==> src/rtl/pwr_defs.svh <==
`ifndef PWR_DEFS_SVH
`define PWR_DEFS_SVH

// Register offsets on the plain register port
`define PWR_OFS_MODE      4'h0
`define PWR_OFS_CTRL      4'h1
`define PWR_OFS_WMASK     4'h2
`define PWR_OFS_CLKSEL    4'h3
`define PWR_OFS_STATE     4'h4

// Power mode register fields
`define PWR_CD_LO         0
`define PWR_CD_HI         1
`define PWR_SWB_BIT       2
// Power control register fields
`define PWR_IDLE_BIT      0
`define PWR_STOP_BIT      1
`define PWR_SLEEP_BIT     2
// Clock select register fields
`define PWR_CSEL_LO       0
`define PWR_CSEL_HI       1
`define PWR_WDLY_LO       5
`define PWR_WDLY_HI       7

// Reset values
`define PWR_MODE_RST      8'h01
`define PWR_CTRL_RST      8'h00
`define PWR_WMASK_RST     8'hFF
`define PWR_CLKSEL_RST    8'hC0

// Divider codes and counts
`define PWR_CD_DIVIDED    2'b11
`define PWR_CD_NORMAL     2'b01
`define PWR_DIV_RATIO     257
`define PWR_DLY_BASE      128
`define PWR_CSEL_INTERNAL_OSCILLATOR     2'b00

`endif

==> src/rtl/pwr_pkg.sv <==
package pwr_pkg;
    typedef enum logic [3:0] {
        ST_RUN   = 4'b0001,
        ST_IDLE  = 4'b0010,
        ST_STOP  = 4'b0100,
        ST_WAKE  = 4'b1000
    } pwr_state_t;
    typedef logic [7:0] byte_t;
endpackage : pwr_pkg

==> src/rtl/pwr_sync.sv <==
`timescale 1ns/10ps
`default_nettype none
module pwr_sync #(
    parameter int W = 8
) (
    // Clock and reset
    input  wire logic         clk,
    input  wire logic         sys_rst,
    // Data
    input  wire logic [W-1:0] async_in,
    output logic      [W-1:0] sync_out
);
    logic [W-1:0] meta_ff;

    // Two stage synchroniser; first stage feeds only the second
    always_ff @(posedge clk) begin
        if (sys_rst) begin
            meta_ff  <= '0;
            sync_out <= '0;
        end else begin
            meta_ff  <= async_in;
            sync_out <= meta_ff;
        end
    end
endmodule : pwr_sync
`default_nettype wire

==> src/rtl/pwr_div.sv <==
`timescale 1ns/10ps
`default_nettype none
module pwr_div #(
    parameter int RATIO = 257
) (
    // Clock and reset
    input  wire logic clk,
    input  wire logic sys_rst,
    // Control
    input  wire logic divide,
    output logic      tick
);
    localparam int CW = $clog2(RATIO);
    logic [CW-1:0] cnt_ff;

    // One pulse every RATIO cycles while dividing, every cycle otherwise
    always_ff @(posedge clk) begin
        if (sys_rst || !divide) begin
            cnt_ff <= '0;
        end else if (cnt_ff == CW'(RATIO - 1)) begin
            cnt_ff <= '0;
        end else begin
            cnt_ff <= cnt_ff + 1'b1;
        end
    end

    assign tick = !divide || (cnt_ff == CW'(RATIO - 1));
endmodule : pwr_div
`default_nettype wire

==> src/rtl/power_mode_controller.sv <==
// Decided for this implementation: the register addresses and the address-and-strobe port.
`timescale 1ns/10ps
`default_nettype none
`include "pwr_defs.svh"

// Functional notes
// - Divider bits 11 run core and its peripherals at main clock over 257.
// - Outside peripherals stay on undivided main clock in divided mode.
// - Writing divider bits 01 returns to full speed.
// - Switchback enable lets interrupts, serial start bit or tx write exit.
// - Interrupt switchback needs enabled and not priority-blocked interrupt.
// - Receive switchback on start bit falling edge while receive enabled.
// - Transmit buffer write triggers switchback.
// - After switchback stay normal until software writes divider again.
// - Watchdog reset or reset pin forces exit from divided mode.
// - Idle bit gates core clocks; outside peripherals keep running.
// - Idle ends on reset pin, watchdog, or enabled interrupt line or peripheral flag.
// - Interrupt wake from idle restarts clock and vectors to handler.
// - Hardware clears idle bit on return to normal.
// - Stop bit halts all clocks except real-time clock.
// - Oscillator shuts off on its final edge, no partial pulse.
// - Stop exits only on reset pin, watchdog, interrupt lines, peripheral flags, comparator, RTC.
// - Pin and flag stop wake needs interrupt enable and wake mask bit; comparator and RTC need neither.
// - Pins wake on low level, peripheral flags on high level.
// - Wake restarts oscillator; CPU resumes once the wake delay count ends.
// - Stop wake clears stop bit and vectors to handler.
// - Stop plus sleep enters sleep, regulator off, on again at wake.
// - Eight wake mask bits permit each line; all reset to one.
// - Wake delay field selects 0 or 128 doubling to 8192 cycles.
// - Stop wake switches clock source selection to internal oscillator.
module power_mode_controller
    import pwr_pkg::*;
(
    // Clock and reset
    input  wire logic       clk,
    input  wire logic       sys_rst,
    // Reset sources
    input  wire logic       ext_reset_pin_n,
    input  wire logic       watchdog_reset,
    // Register port
    input  wire logic [3:0] reg_addr,
    input  wire logic [7:0] reg_wdata,
    input  wire logic       reg_wr,
    input  wire logic       reg_rd,
    output logic      [7:0] reg_rdata,
    // Interrupt side, same clock domain
    input  wire logic [7:0] int_enable,
    input  wire logic [7:0] int_not_blocked,
    input  wire logic [7:0] periph_int_flag,
    // Asynchronous wake sources
    input  wire logic [7:0] ext_interrupt_line_n,
    input  wire logic       serial_rx_pin,
    input  wire logic       comparator_wake,
    input  wire logic       rtc_wake,
    // Serial port zero, same clock domain
    input  wire logic       rx_enable,
    input  wire logic       tx_buffer_write,
    // Clock gating and power outputs
    output logic            core_clk_en,
    output logic            outer_clk_en,
    output logic            osc_enable,
    output logic            rtc_clk_en,
    output logic            regulator_on,
    output logic            int_vector_req,
    output logic      [7:0] wake_source
);
    import pwr_pkg::*;

    localparam int DLY_MAX = 8192;

    typedef struct packed {
        pwr_state_t state;
        logic [1:0] clock_divider_bits;
        logic       switchback_enable;
        logic       idle_bit;
        logic       stop_bit;
        logic       sleep_bit;
        byte_t      wake_mask;
        logic [2:0] wake_delay_field;
        logic [1:0] clock_source_select;
        logic [13:0] dly_cnt;
        logic       rx_prev;
        logic       vec;
        byte_t      wsrc;
        byte_t      rdata;
    } pmc_t;

    pmc_t cur_ff;
    pmc_t nxt_ff;

    logic [10:0] sync_in;
    logic [10:0] sync_out;
    logic [7:0]  line_low;
    logic        rx_s;
    logic        rst_pin;
    logic        async_wake;
    logic        div_tick;
    logic [7:0]  sb_int;
    logic [7:0]  stop_wake;
    logic        idle_wake;
    logic        switchback;

    // Pins and async sources resynchronised before use
    assign sync_in = {comparator_wake | rtc_wake, ~ext_reset_pin_n,
                      serial_rx_pin, ext_interrupt_line_n};

    pwr_sync #(.W(11)) u_sync (
        .clk      (clk),
        .sys_rst  (sys_rst),
        .async_in (sync_in),
        .sync_out (sync_out)
    );

    assign line_low   = ~sync_out[7:0];  // Active-low pins
    assign rx_s       = sync_out[8];
    assign rst_pin    = sync_out[9];
    assign async_wake = sync_out[10];

    // Divided enable for core side
    pwr_div #(.RATIO(`PWR_DIV_RATIO)) u_div (
        .clk     (clk),
        .sys_rst (sys_rst),
        .divide  (cur_ff.clock_divider_bits == `PWR_CD_DIVIDED),
        .tick    (div_tick)
    );

    // Interrupt request: pin low or peripheral flag high
    assign sb_int    = (line_low | periph_int_flag) & int_enable
                       & int_not_blocked;
    assign stop_wake = (line_low | periph_int_flag) & int_enable
                       & cur_ff.wake_mask;
    assign idle_wake = |((line_low | periph_int_flag) & int_enable);

    // Start bit falling edge, tx write, or interrupt
    assign switchback = cur_ff.switchback_enable &&
                        ((|sb_int) ||
                         (rx_enable && cur_ff.rx_prev && !rx_s) ||
                         tx_buffer_write);

    // Next state
    always_comb begin
        nxt_ff         = cur_ff;
        nxt_ff.rx_prev = rx_s;
        nxt_ff.vec     = 1'b0;
        nxt_ff.rdata   = 8'h00;

        // Register writes
        if (reg_wr) begin
            case (reg_addr)
                `PWR_OFS_MODE: begin
                    nxt_ff.clock_divider_bits =
                        reg_wdata[`PWR_CD_HI:`PWR_CD_LO];
                    nxt_ff.switchback_enable = reg_wdata[`PWR_SWB_BIT];
                end
                `PWR_OFS_CTRL: begin
                    nxt_ff.idle_bit  = reg_wdata[`PWR_IDLE_BIT];
                    nxt_ff.stop_bit  = reg_wdata[`PWR_STOP_BIT];
                    nxt_ff.sleep_bit = reg_wdata[`PWR_SLEEP_BIT];
                end
                `PWR_OFS_WMASK: begin
                    nxt_ff.wake_mask = reg_wdata;
                end
                `PWR_OFS_CLKSEL: begin
                    nxt_ff.wake_delay_field =
                        reg_wdata[`PWR_WDLY_HI:`PWR_WDLY_LO];
                    nxt_ff.clock_source_select =
                        reg_wdata[`PWR_CSEL_HI:`PWR_CSEL_LO];
                end
                default: begin
                end
            endcase
        end

        // Hardware switchback wins over a same-cycle divider write
        if (cur_ff.clock_divider_bits == `PWR_CD_DIVIDED && switchback) begin
            nxt_ff.clock_divider_bits = `PWR_CD_NORMAL;
        end

        // Mode sequencing
        case (cur_ff.state)
            ST_RUN: begin
                if (cur_ff.stop_bit) begin
                    nxt_ff.state = ST_STOP;
                end else if (cur_ff.idle_bit) begin
                    nxt_ff.state = ST_IDLE;
                end
            end
            ST_IDLE: begin
                if (idle_wake) begin
                    nxt_ff.state    = ST_RUN;
                    nxt_ff.idle_bit = 1'b0;
                    nxt_ff.vec      = 1'b1;
                    nxt_ff.wsrc     = (line_low | periph_int_flag)
                                      & int_enable;
                end
            end
            ST_STOP: begin
                if ((|stop_wake) || async_wake) begin
                    nxt_ff.state   = ST_WAKE;
                    nxt_ff.wsrc    = stop_wake;
                    nxt_ff.dly_cnt = (cur_ff.wake_delay_field == 3'd0) ?
                        14'd0 :
                        14'(`PWR_DLY_BASE <<
                            (cur_ff.wake_delay_field - 3'd1));
                end
            end
            ST_WAKE: begin
                if (cur_ff.dly_cnt == 14'd0) begin
                    nxt_ff.state     = ST_RUN;
                    nxt_ff.stop_bit  = 1'b0;
                    nxt_ff.sleep_bit = 1'b0;
                    nxt_ff.vec       = 1'b1;
                    nxt_ff.clock_source_select = `PWR_CSEL_INTERNAL_OSCILLATOR;
                end else begin
                    nxt_ff.dly_cnt = cur_ff.dly_cnt - 14'd1;
                end
            end
            default: begin
                nxt_ff.state = ST_RUN;
            end
        endcase

        // Reset pin or watchdog leave every low-power mode
        if (rst_pin || watchdog_reset) begin
            nxt_ff.state              = ST_RUN;
            nxt_ff.clock_divider_bits = `PWR_CD_NORMAL;
            nxt_ff.idle_bit           = 1'b0;
            nxt_ff.stop_bit           = 1'b0;
            nxt_ff.sleep_bit          = 1'b0;
        end

        // Read data, one cycle after the strobe
        if (reg_rd) begin
            case (reg_addr)
                `PWR_OFS_MODE:   nxt_ff.rdata = {5'd0,
                    cur_ff.switchback_enable, cur_ff.clock_divider_bits};
                `PWR_OFS_CTRL:   nxt_ff.rdata = {5'd0, cur_ff.sleep_bit,
                    cur_ff.stop_bit, cur_ff.idle_bit};
                `PWR_OFS_WMASK:  nxt_ff.rdata = cur_ff.wake_mask;
                `PWR_OFS_CLKSEL: nxt_ff.rdata = {cur_ff.wake_delay_field,
                    3'd0, cur_ff.clock_source_select};
                `PWR_OFS_STATE:  nxt_ff.rdata = {4'd0, cur_ff.state};
                default:         nxt_ff.rdata = 8'h00;
            endcase
        end
    end

    // State register
    always_ff @(posedge clk) begin
        if (sys_rst) begin
            cur_ff <= '{state: ST_RUN,
                        clock_divider_bits: 2'(`PWR_MODE_RST),
                        switchback_enable: 1'b0,
                        idle_bit: 1'b0,
                        stop_bit: 1'b0,
                        sleep_bit: 1'b0,
                        wake_mask: `PWR_WMASK_RST,
                        wake_delay_field: 3'(`PWR_CLKSEL_RST >>
                                             `PWR_WDLY_LO),
                        clock_source_select: `PWR_CSEL_INTERNAL_OSCILLATOR,
                        dly_cnt: 14'd0,
                        rx_prev: 1'b1,
                        vec: 1'b0,
                        wsrc: 8'h00,
                        rdata: 8'h00};
        end else begin
            cur_ff <= nxt_ff;
        end
    end

    // Clock gating outputs; the oscillator enable is decoded from the registered state so it
    // drops on a clock edge and never chops a pulse
    assign core_clk_en    = (cur_ff.state == ST_RUN) && div_tick;
    assign outer_clk_en   = (cur_ff.state == ST_RUN) ||
                            (cur_ff.state == ST_IDLE);
    assign osc_enable     = (cur_ff.state != ST_STOP);
    assign rtc_clk_en     = 1'b1;
    assign regulator_on   = !((cur_ff.state == ST_STOP) &&
                              cur_ff.sleep_bit);
    assign int_vector_req = cur_ff.vec;
    assign wake_source    = cur_ff.wsrc;
    assign reg_rdata      = cur_ff.rdata;
endmodule : power_mode_controller
`default_nettype wire

==> config.mk <==
export PLATFORM = sky130hd
export DESIGN_NAME = power_mode_controller
export DESIGN_NICKNAME = d
export VERILOG_FILES = /design/src/rtl/pwr_pkg.sv /design/src/rtl/pwr_sync.sv /design/src/rtl/pwr_div.sv /design/src/rtl/power_mode_controller.sv
export VERILOG_INCLUDE_DIRS = /design/src /design/src/rtl
export SDC_FILE = /design/constraint.sdc
export NUM_CORES = 1
export LEC_CHECK = 0
export CORE_ASPECT_RATIO = 1.1
export CORE_MARGIN = 4
export CORE_UTILIZATION = 50
export DETAILED_ROUTE_END_ITERATION = 16
export DONT_BUFFER_PORTS = 1
export MAX_ROUTING_LAYER = met4
export PLACE_DENSITY = 0.68
export SLEW_MARGIN = 15
export SYNTH_ARGS = -nofsm -noshare
export SYNTH_HDL_FRONTEND = slang
export SYNTH_SLANG_ARGS = --single-unit
==> constraint.sdc <==
create_clock -name clk -period 1.9 [get_ports clk]
set_clock_uncertainty 0.1 [all_clocks]
set_input_delay 0.19 -clock clk [delete_from_list [all_inputs] [get_ports clk]]
set_output_delay 0.19 -clock clk [all_outputs]
set_load 0.01 [all_outputs]
==> flow_summary.yaml, run 1 <==
worst_setup_path:
  start_kind: "register"
  arrival_ns: 2.22
  crit_start: "cur_ff[29]$_SDFFE_PP0P_"
  path_class: "register to register"
  reg2reg_to: "cur_ff[54]$_SDFFE_PP0P_"
  reg2regPathDepth: 6
  rrSetupSlack_ns: -0.14
  endpoint_kind: "register"
  r2r-start: "cur_ff[29]$_SDFFE_PP0P_"
  crit_fanout: 3
  cp.required_ns: 2.08
detailed_routing:
  routed_wl_um: 12000
  via_per_inst: 5.67
  drtIter0Drc: 316
  route.detailed.wl_per_inst_um: 18.2
  drc: 0
  dr_total_vias: 3760
  final_antenna_net_count: 0
  firstDrtPassIters: 5
placed_design:
  pre_cts_slack_ns: -0.0924
  io_buffers: 0
  postPlaceCellArea_mm2: 0.00439
  hpwl_um: 7600
  gp_congestion: 0.868
  dp_cells: 588
clock_network:
  cts_buffer_depth: 2
  cts_buffers: 9
  cts_root_buffer: "clkbuf_8"
  htree_levels: 3
  cts_tree: "built"
  clk_latency_ns: 0.37
  cts.reportedPaths.clkPinSlew_ns: 0.09
  clock-sinks: 86
cells_and_area:
  drive_gt1_share_pct: 26.5
  final_common_cell: "dfxtp_1"
  final_area_mm2: 0.00542
  area_delta_synth_final_pct: 33.2
  nNetsFinal: 609
  final_cell_mix: "dfxtp_1 (78), buf_4 (53), nor2_1 (51)"
  final_cells: 663
  diodes: 0
synthesis:
  yosys.area.top_type_share_pct: 42.3
  yosys_warnings: 0
  avgSynthCellArea_um2: 8.74
  synthTopCellsByArea: "dfxtp_1 (42%), nor2_1 (4.9%), nor2b_1 (3.8%)"
  async_flop_share_pct: 0
  synth_cell_types: 59
  ys.flop_type: "dfxtp_1"
  ys_seq_area_share_pct: 42.3
  ys_ff_latch: 86
  syn_area_mm2: 0.00407
  synth_fp_nets: 525
  netlist_instances: 466
  synth_top_area_cell: "dfxtp_1"
  synth_edf_count: 0
min_path:
  hold-path-endpoint: "wake_source[4]$_SDFFE_PP0P_"
  min_path_cells: 2
  hold_class: "primary input to register"
  min_from: "sys_rst"
floorplan:
  ios: 77
  chipHeight_um: 103
  start_util_pct: 51.5
  core_mm2: 0.00791
  rows: 34
  die_x_um: 94.1
  design.die.area_mm2: 0.00965
timing:
  hold_violations: 0
  finalCritPeriodShare_pct: 108
  fin_crit_ns: 2.04
  slew_headroom_pct: 57.6
  max_freq_mhz: 489
  setup_viol: 22
  drv_slew: 0
  worstMarginPinSlew_ns: 0.628
  worst_slack_ns: -0.144
  setup_tns_ns: -1.08
  rsz0062_at_grt: "true"
  fin_hold_ws_ns: 0.0260
grt:
  antenna_found_initial: 0
  grt_pass1_vias: 3697
  grt_max_degree: 29
  grt_usage_pct: 26.1
  grt-ovfl-total: 0
  grt_first_pass_wirelength_um: 18700
power_and_ir_drop:
  power_leakage_uw: 0.00222
  power_density_mw_per_mm2: 647
  peakVddDrop_uv: 610
run_status:
  violations: "setup timing"
  run_status: "finished, violations left"
flow_run:
  maxCapViolCount: 0
[metal layers]
metal  up-vias  GRT usage, %  share of wire, %
li1       1804             -                 -
met1      1747          33.2                42
met2       173          39.7                47
met3        36          5.91               8.0
met4         0          11.7               3.0
met5         -             -                 0
[how the worst max path moves through the flow]
stage / to / slack, ns / depth (start not counted)
after global routing: cur_ff[54]$_SDFFE_PP0P_ / -0.25 / 6
after global placement: cur_ff[54]$_SDFFE_PP0P_ / -0.06 / 6
after detailed placement: cur_ff[54]$_SDFFE_PP0P_ / -0.09 / 8
after CTS: cur_ff[54]$_SDFFE_PP0P_ / -0.1 / 6
final: cur_ff[54]$_SDFFE_PP0P_ / -0.14 / 6
after floorplan: cur_ff[54]$_SDFFE_PP0P_ / 0.007 / 6
[worst max-delay path, cell delays in order, from the launching register on]
cell	delay, ns
dfxtp_2	0.34
nor4_4	0.36
nand4_4	0.18
nor3_2	0.13
nor2_1	0.08
or4_4	0.52
a221oi_2	0.23
[layout make-up]
type / instances / area (um^2)
fill: 616 / 2490
multi-input combinational: 335 / 2340
sequential: 86 / 1730
timing repair buffer: 106 / 945
clock buffer: 11 / 151
tap: 108 / 135
clock inverter: 5 / 65.1
inverter: 12 / 48.8
[flip-flops by register name, indices dropped and copies added, names as in the netlist]
name	count
reg_rdata	8
cur_ff	38
wake_source	8
u_sync.meta_ff	11
u_div.cnt_ff	9
int_vector_req	1
u_sync.sync_out	11
[kinds of logic after synthesis]
| kind of cell | share of synthesized area [%] |
|---|---|
| AO/OA/AOI/OAI | 14.5 |
| other | 0.0921 |
| XOR/XNOR | 2.37 |
| adder cells (fa/ha/maj) | 1.23 |
| AND/OR/NAND/NOR | 30.4 |
| multiplexers | 3.26 |
| buffers and inverters | 5.90 |
| flip-flops | 42.3 |
[synthesized netlist by cell type, drive strengths merged (7+ instances only)]
master	number
dfxtp	86
nor2	53
nand2	39
nor2b	25
a21oi	21
buf	20
nor3	20
o21ai	17
clkbuf	14
inv	12
nand3b	12
and3	11
mux2i	11
nand3	11
and2	10
nand2b	10
a22oi	7
or3	7
[power by group]
part           internal, uW  leakage (uW)  switching, uW
Sequential             1830      0.000702           14.4
Clock                   691      0.000110            700
Combinational           148       0.00140            122
Total                  2670       0.00222            837
[stage by stage]
step / power, uW / utilization (%)
global route: 3630 / 68.5
floorplan: 2020 / -
finish: 3510 / 68.5
global placement: 2040 / 55.5
CTS: 3510 / 65.4
detailed placement: 2040 / 55.5
[repair_timing]
action,in CTS,in global routing
hold buffers,48,0
pin swaps,8,20
cloned,0,1
setup buffers,4,7
gates resized for setup,18,51
endpoints found under the setup margin,17,29
hold endpoints to repair,61,0
(Power assumes the default switching activity.)
==> run 2: changes to the inputs <==
--- a/config.mk
+++ b/config.mk
@@ -13,6 +13,7 @@
 export DONT_BUFFER_PORTS = 1
 export MAX_ROUTING_LAYER = met4
 export PLACE_DENSITY = 0.68
+export RECOVER_POWER = 50
 export SLEW_MARGIN = 15
 export SYNTH_ARGS = -nofsm -noshare
 export SYNTH_HDL_FRONTEND = slang
==> flow_summary.yaml, run 2 (synthesized netlist as in run 1, its figures left out) <==
clock_network:
  cts_buffer_depth: 2
  clk_latency_ns: 0.37
  cts_buffers: 9
  cts_root_buffer: "clkbuf_8"
  cts.reportedPaths.clkPinSlew_ns: 0.09
  clock-sinks: 86
  cts_tree: "built"
  htree_levels: 3
timing:
  worst_slack_ns: -0.158
  worstMarginPinSlew_ns: 0.627
  fin_crit_ns: 2.06
  rsz0062_at_grt: "true"
  slew_headroom_pct: 57.7
  hold_violations: 0
  finalCritPeriodShare_pct: 108
  setup_viol: 22
  max_freq_mhz: 486
  setup_tns_ns: -1.22
  drv_slew: 0
power_and_ir_drop:
  pwr-share-comb_pct: 7.5
  netSwitchingPower_uw: 838
  power.share.clock_pct: 39.8
  power_density_mw_per_mm2: 649
  power_leakage_uw: 0.00220
  p_seq_share_pct: 52.7
  p_int_uw: 2670
  peakVddDrop_uv: 610
  p_sw_share_pct: 23.9
  fin_total_pwr_uw: 3500
worst_setup_path:
  endpoint_kind: "register"
  cp.required_ns: 2.08
  arrival_ns: 2.24
  crit_fanout: 3
  start_kind: "register"
  path_class: "register to register"
flow_run:
  maxCapViolCount: 0
cells_and_area:
  largest_reg_flops: 38
  area_delta_synth_final_pct: 32.5
  nNetsFinal: 609
  largestRegisters: "cur_ff: 38 flops, u_sync.meta_ff: 11 flops, u_sync.sync_out: 11 flops"
  final_cells: 663
  drive_gt1_share_pct: 25.9
  final_area_mm2: 0.00540
  diodes: 0
  final_common_cell: "dfxtp_1"
  final_cell_mix: "dfxtp_1 (78), nor2_1 (51), buf_4 (50)"
  regMostFlops: "cur_ff"
detailed_routing:
  via_per_inst: 5.68
  dr_total_vias: 3769
  final_antenna_net_count: 0
  routed_wl_um: 12000
  drc: 0
  firstDrtPassIters: 5
  drtIter0Drc: 254
  route.detailed.wl_per_inst_um: 18.2
grt:
  grt-ovfl-total: 0
  grt_pass1_vias: 3697
  grt_max_degree: 29
  antenna_found_initial: 0
  grt_usage_pct: 26.1
  grt_first_pass_wirelength_um: 18700
placed_design:
  io_buffers: 0
  hpwl_um: 7600
  gp_congestion: 0.868
  pre_cts_slack_ns: -0.0924
  postPlaceCellArea_mm2: 0.00439
  dp_cells: 588
floorplan:
  core_mm2: 0.00791
  start_util_pct: 51.5
  chipHeight_um: 103
  ios: 77
  rows: 34
  design.die.area_mm2: 0.00965
  die_x_um: 94.1
min_path:
  hold_class: "primary input to register"
run_status:
  run_status: "finished, violations left"
  violations: "setup timing"
[run 2: routing by layer]
layer,part of all wire [%],up-vias,global-route usage [%]
li1,-,1798,-
met1,41,1752,33.2
met2,47,186,39.7
met3,8.9,33,5.91
met4,2.9,0,11.7
met5,0,-,-
[run 2: power groups by stage]
stage | combinational [uW] | sequential, uW | clock (uW)
after global routing | 285 | 1850 | 1490
after floorplan | 135 | 1880 | 0
final | 264 | 1850 | 1390
after CTS | 253 | 1840 | 1410
after detailed placement | 158 | 1890 | 0
after global placement | 156 | 1890 | 0
[run 2: final timing paths]
path	depth (start not counted)	end	start	slack, ns
setup / recovery	6	cur_ff[54]$_SDFFE_PP0P_	cur_ff[29]$_SDFFE_PP0P_	-0.16
hold / removal	3	reg_rdata[1]$_SDFF_PP0_	reg_addr[1]	0.04
hold reg to reg	1	u_sync.sync_out[8]$_SDFF_PP0_	u_sync.meta_ff[8]$_SDFF_PP0_	0.36
setup reg to reg	6	cur_ff[54]$_SDFFE_PP0P_	cur_ff[29]$_SDFFE_PP0P_	-0.16
[run 2: repair_timing]
action,in CTS,in global routing
hold endpoints to repair,61,0
buffers inserted,4,7
pin swaps,8,20
gates resized for setup,18,51
gates cloned,0,1
hold buffers,48,0
endpoints found under the setup margin,17,29
[run 2: area by class of cell]
type	count	area, um^2
timing repair buffer	106	918
multi-input combinational	335	2340
fill	624	2510
clock inverter	5	65.1
sequential	86	1730
tap	108	135
inverter	12	48.8
clock buffer	11	151
[run 2: stage by stage]
| stage | hold slack [ns] | util (%) |
|---|---|---|
| 3_5_place_dp | 0.159 | 55.5 |
| 6_report | 0.0424 | 68.2 |
| 5_1_grt | 0.0513 | 68.2 |
| 4_1_cts | 0.00589 | 65.4 |
| 3_3_place_gp | 0.161 | 55.5 |
| 2_1_floorplan | 0.157 | - |
[run 2: critical path, cell delays in order, from the launching register on]
cell,delay (ns)
dfxtp_2,0.34
nor4_4,0.36
nand4_4,0.19
nor3_2,0.14
nor2_1,0.08
or4_4,0.52
a221oi_2,0.23
==> run 3: changes to the inputs <==
--- a/config.mk
+++ b/config.mk
@@ -9,11 +9,13 @@
 export CORE_ASPECT_RATIO = 1.1
 export CORE_MARGIN = 4
 export CORE_UTILIZATION = 50
+export CTS_BUF_LIST = sky130_fd_sc_hd__clkbuf_16
 export DETAILED_ROUTE_END_ITERATION = 16
 export DONT_BUFFER_PORTS = 1
 export MAX_ROUTING_LAYER = met4
 export PLACE_DENSITY = 0.68
 export RECOVER_POWER = 50
+export REMOVE_ABC_BUFFERS = 1
 export SLEW_MARGIN = 15
 export SYNTH_ARGS = -nofsm -noshare
 export SYNTH_HDL_FRONTEND = slang
==> flow_summary.yaml, run 3 (synthesized netlist as in run 1, its figures left out) <==
timing:
  rsz0062_at_grt: "true"
  finalCritPeriodShare_pct: 106
  fin_crit_ns: 2.02
  setup_tns_ns: -0.277
  worst_slack_ns: -0.120
  slew_headroom_pct: 63.1
  max_freq_mhz: 495
  setup_viol: 10
  drv_slew: 0
  worstMarginPinSlew_ns: 0.546
  hold_violations: 0
run_status:
  run_status: "finished, violations left"
  violations: "setup timing"
cells_and_area:
  final_cells: 643
  regArea_mm2: 0.00173
  largestRegisters: "cur_ff: 38 flops, u_sync.meta_ff: 11 flops, u_sync.sync_out: 11 flops"
  drive_gt1_share_pct: 25.0
  nNetsFinal: 589
  final_cell_mix: "dfxtp_1 (80), nor2_1 (50), buf_4 (48)"
  final_common_cell: "dfxtp_1"
  fillers: 639
  final_util_pct: 67.0
  area_delta_synth_final_pct: 30.3
  multi_input_area_mm2: 0.00232
  largest_reg_flops: 38
  diodes: 0
  regMostFlops: "cur_ff"
clock_network:
  cts_buffers: 9
  clock-sinks: 86
  cts_tree: "built"
  cts_buffer_depth: 2
  cts.reportedPaths.clkPinSlew_ns: 0.06
  htree_levels: 3
  cts_root_buffer: "clkbuf_16"
  clk_latency_ns: 0.34
power_and_ir_drop:
  power_density_mw_per_mm2: 731
  power_leakage_uw: 0.00208
  peakVddDrop_uv: 690
  fin_total_pwr_uw: 3880
flow_run:
  maxCapViolCount: 0
detailed_routing:
  drc: 0
  drtIter0Drc: 236
  dr_total_vias: 3613
  route.detailed.wl_per_inst_um: 17.1
  routed_wl_um: 11000
  firstDrtPassIters: 5
  via_per_inst: 5.62
  final_antenna_net_count: 0
grt:
  antenna_found_initial: 0
  grt_pass1_vias: 3687
  grt_usage_pct: 24.1
  grt-ovfl-total: 0
  grt_max_degree: 59
  grt_first_pass_wirelength_um: 17800
worst_setup_path:
  endpoint_kind: "register"
  cp.required_ns: 2.04
  start_kind: "register"
  path_class: "register to register"
  arrival_ns: 2.16
  crit_fanout: 3
placed_design:
  gp_congestion: 0.877
  dp_cells: 590
  hpwl_um: 7610
  io_buffers: 0
floorplan:
  design.die.area_mm2: 0.00965
  ios: 77
  core_mm2: 0.00791
  rows: 34
  die_x_um: 94.1
  start_util_pct: 51.5
  chipHeight_um: 103
min_path:
  hold_class: "primary input to register"
==> run 3: power by group <==
part | switching [uW] | total, uW | internal (uW)
combinational | 117 | 245 | 128
sequential | 12.0 | 1840 | 1830
clock | 754 | 1790 | 1040
total | 883 | 3880 | 3000
==> run 3: worst max-delay path, stage by stage (launching register included) <==
cell      delay [ns]
dfxtp_2         0.34
nor4_4          0.35
nand4_4         0.18
nor3_4          0.15
nor2_2          0.06
or4_4           0.51
a221oi_2        0.22
==> run 3: cell type report <==
| class | count | share of cell area (%) |
|---|---|---|
| sequential | 86 | 32.6 |
| inverter | 12 | 0.920 |
| tap | 108 | 2.55 |
| clock inverter | 7 | 1.46 |
| multi-input combinational | 334 | 43.8 |
| timing repair buffer | 87 | 14.4 |
| clock buffer | 9 | 4.25 |
==> run 3: what timing repair did <==
| item | in CTS | in global routing |
|---|---|---|
| setup endpoints to repair | 24 | 33 |
| endpoints found under the hold margin | 61 | 0 |
| hold buffers | 31 | 0 |
| resized for setup | 31 | 33 |
| setup buffers | 2 | 5 |
| cloned | 0 | 0 |
| pin swaps | 13 | 22 |
==> run 3: worst paths after layout <==
check	from	end	slack, ns	cells after the start
max	cur_ff[29]$_SDFFE_PP0P_	cur_ff[54]$_SDFFE_PP0P_	-0.12	6
min reg2reg	u_sync.meta_ff[9]$_SDFF_PP0_	u_sync.sync_out[9]$_SDFF_PP0_	0.34	1
min	reg_wr	cur_ff[36]$_SDFFE_PP1P_	0.01	2
max reg2reg	cur_ff[29]$_SDFFE_PP0P_	cur_ff[54]$_SDFFE_PP0P_	-0.12	6
==> run 3: per-stage QoR <==
stage	hold WS, ns	cell area (um^2)	worst slack, ns
after CTS	0.00414	5150	-0.0992
after global placement	0.159	4390	-0.0886
after detailed placement	0.160	4390	-0.153
after global routing	0.0208	5310	-0.182
after floorplan	0.157	3880	-0.0700
final	0.0106	5310	-0.120
==> run 3: per-layer routing <==
layer	global-route usage (%)	vias to the layer above	part of all wire [%]	routed length, um
met5	-	-	0	0
met4	11.7	0	3.1	336
met3	3.58	23	3.4	371
met2	42.2	88	53	5840
met1	26.9	1738	40	4450
li1	-	1764	-	-
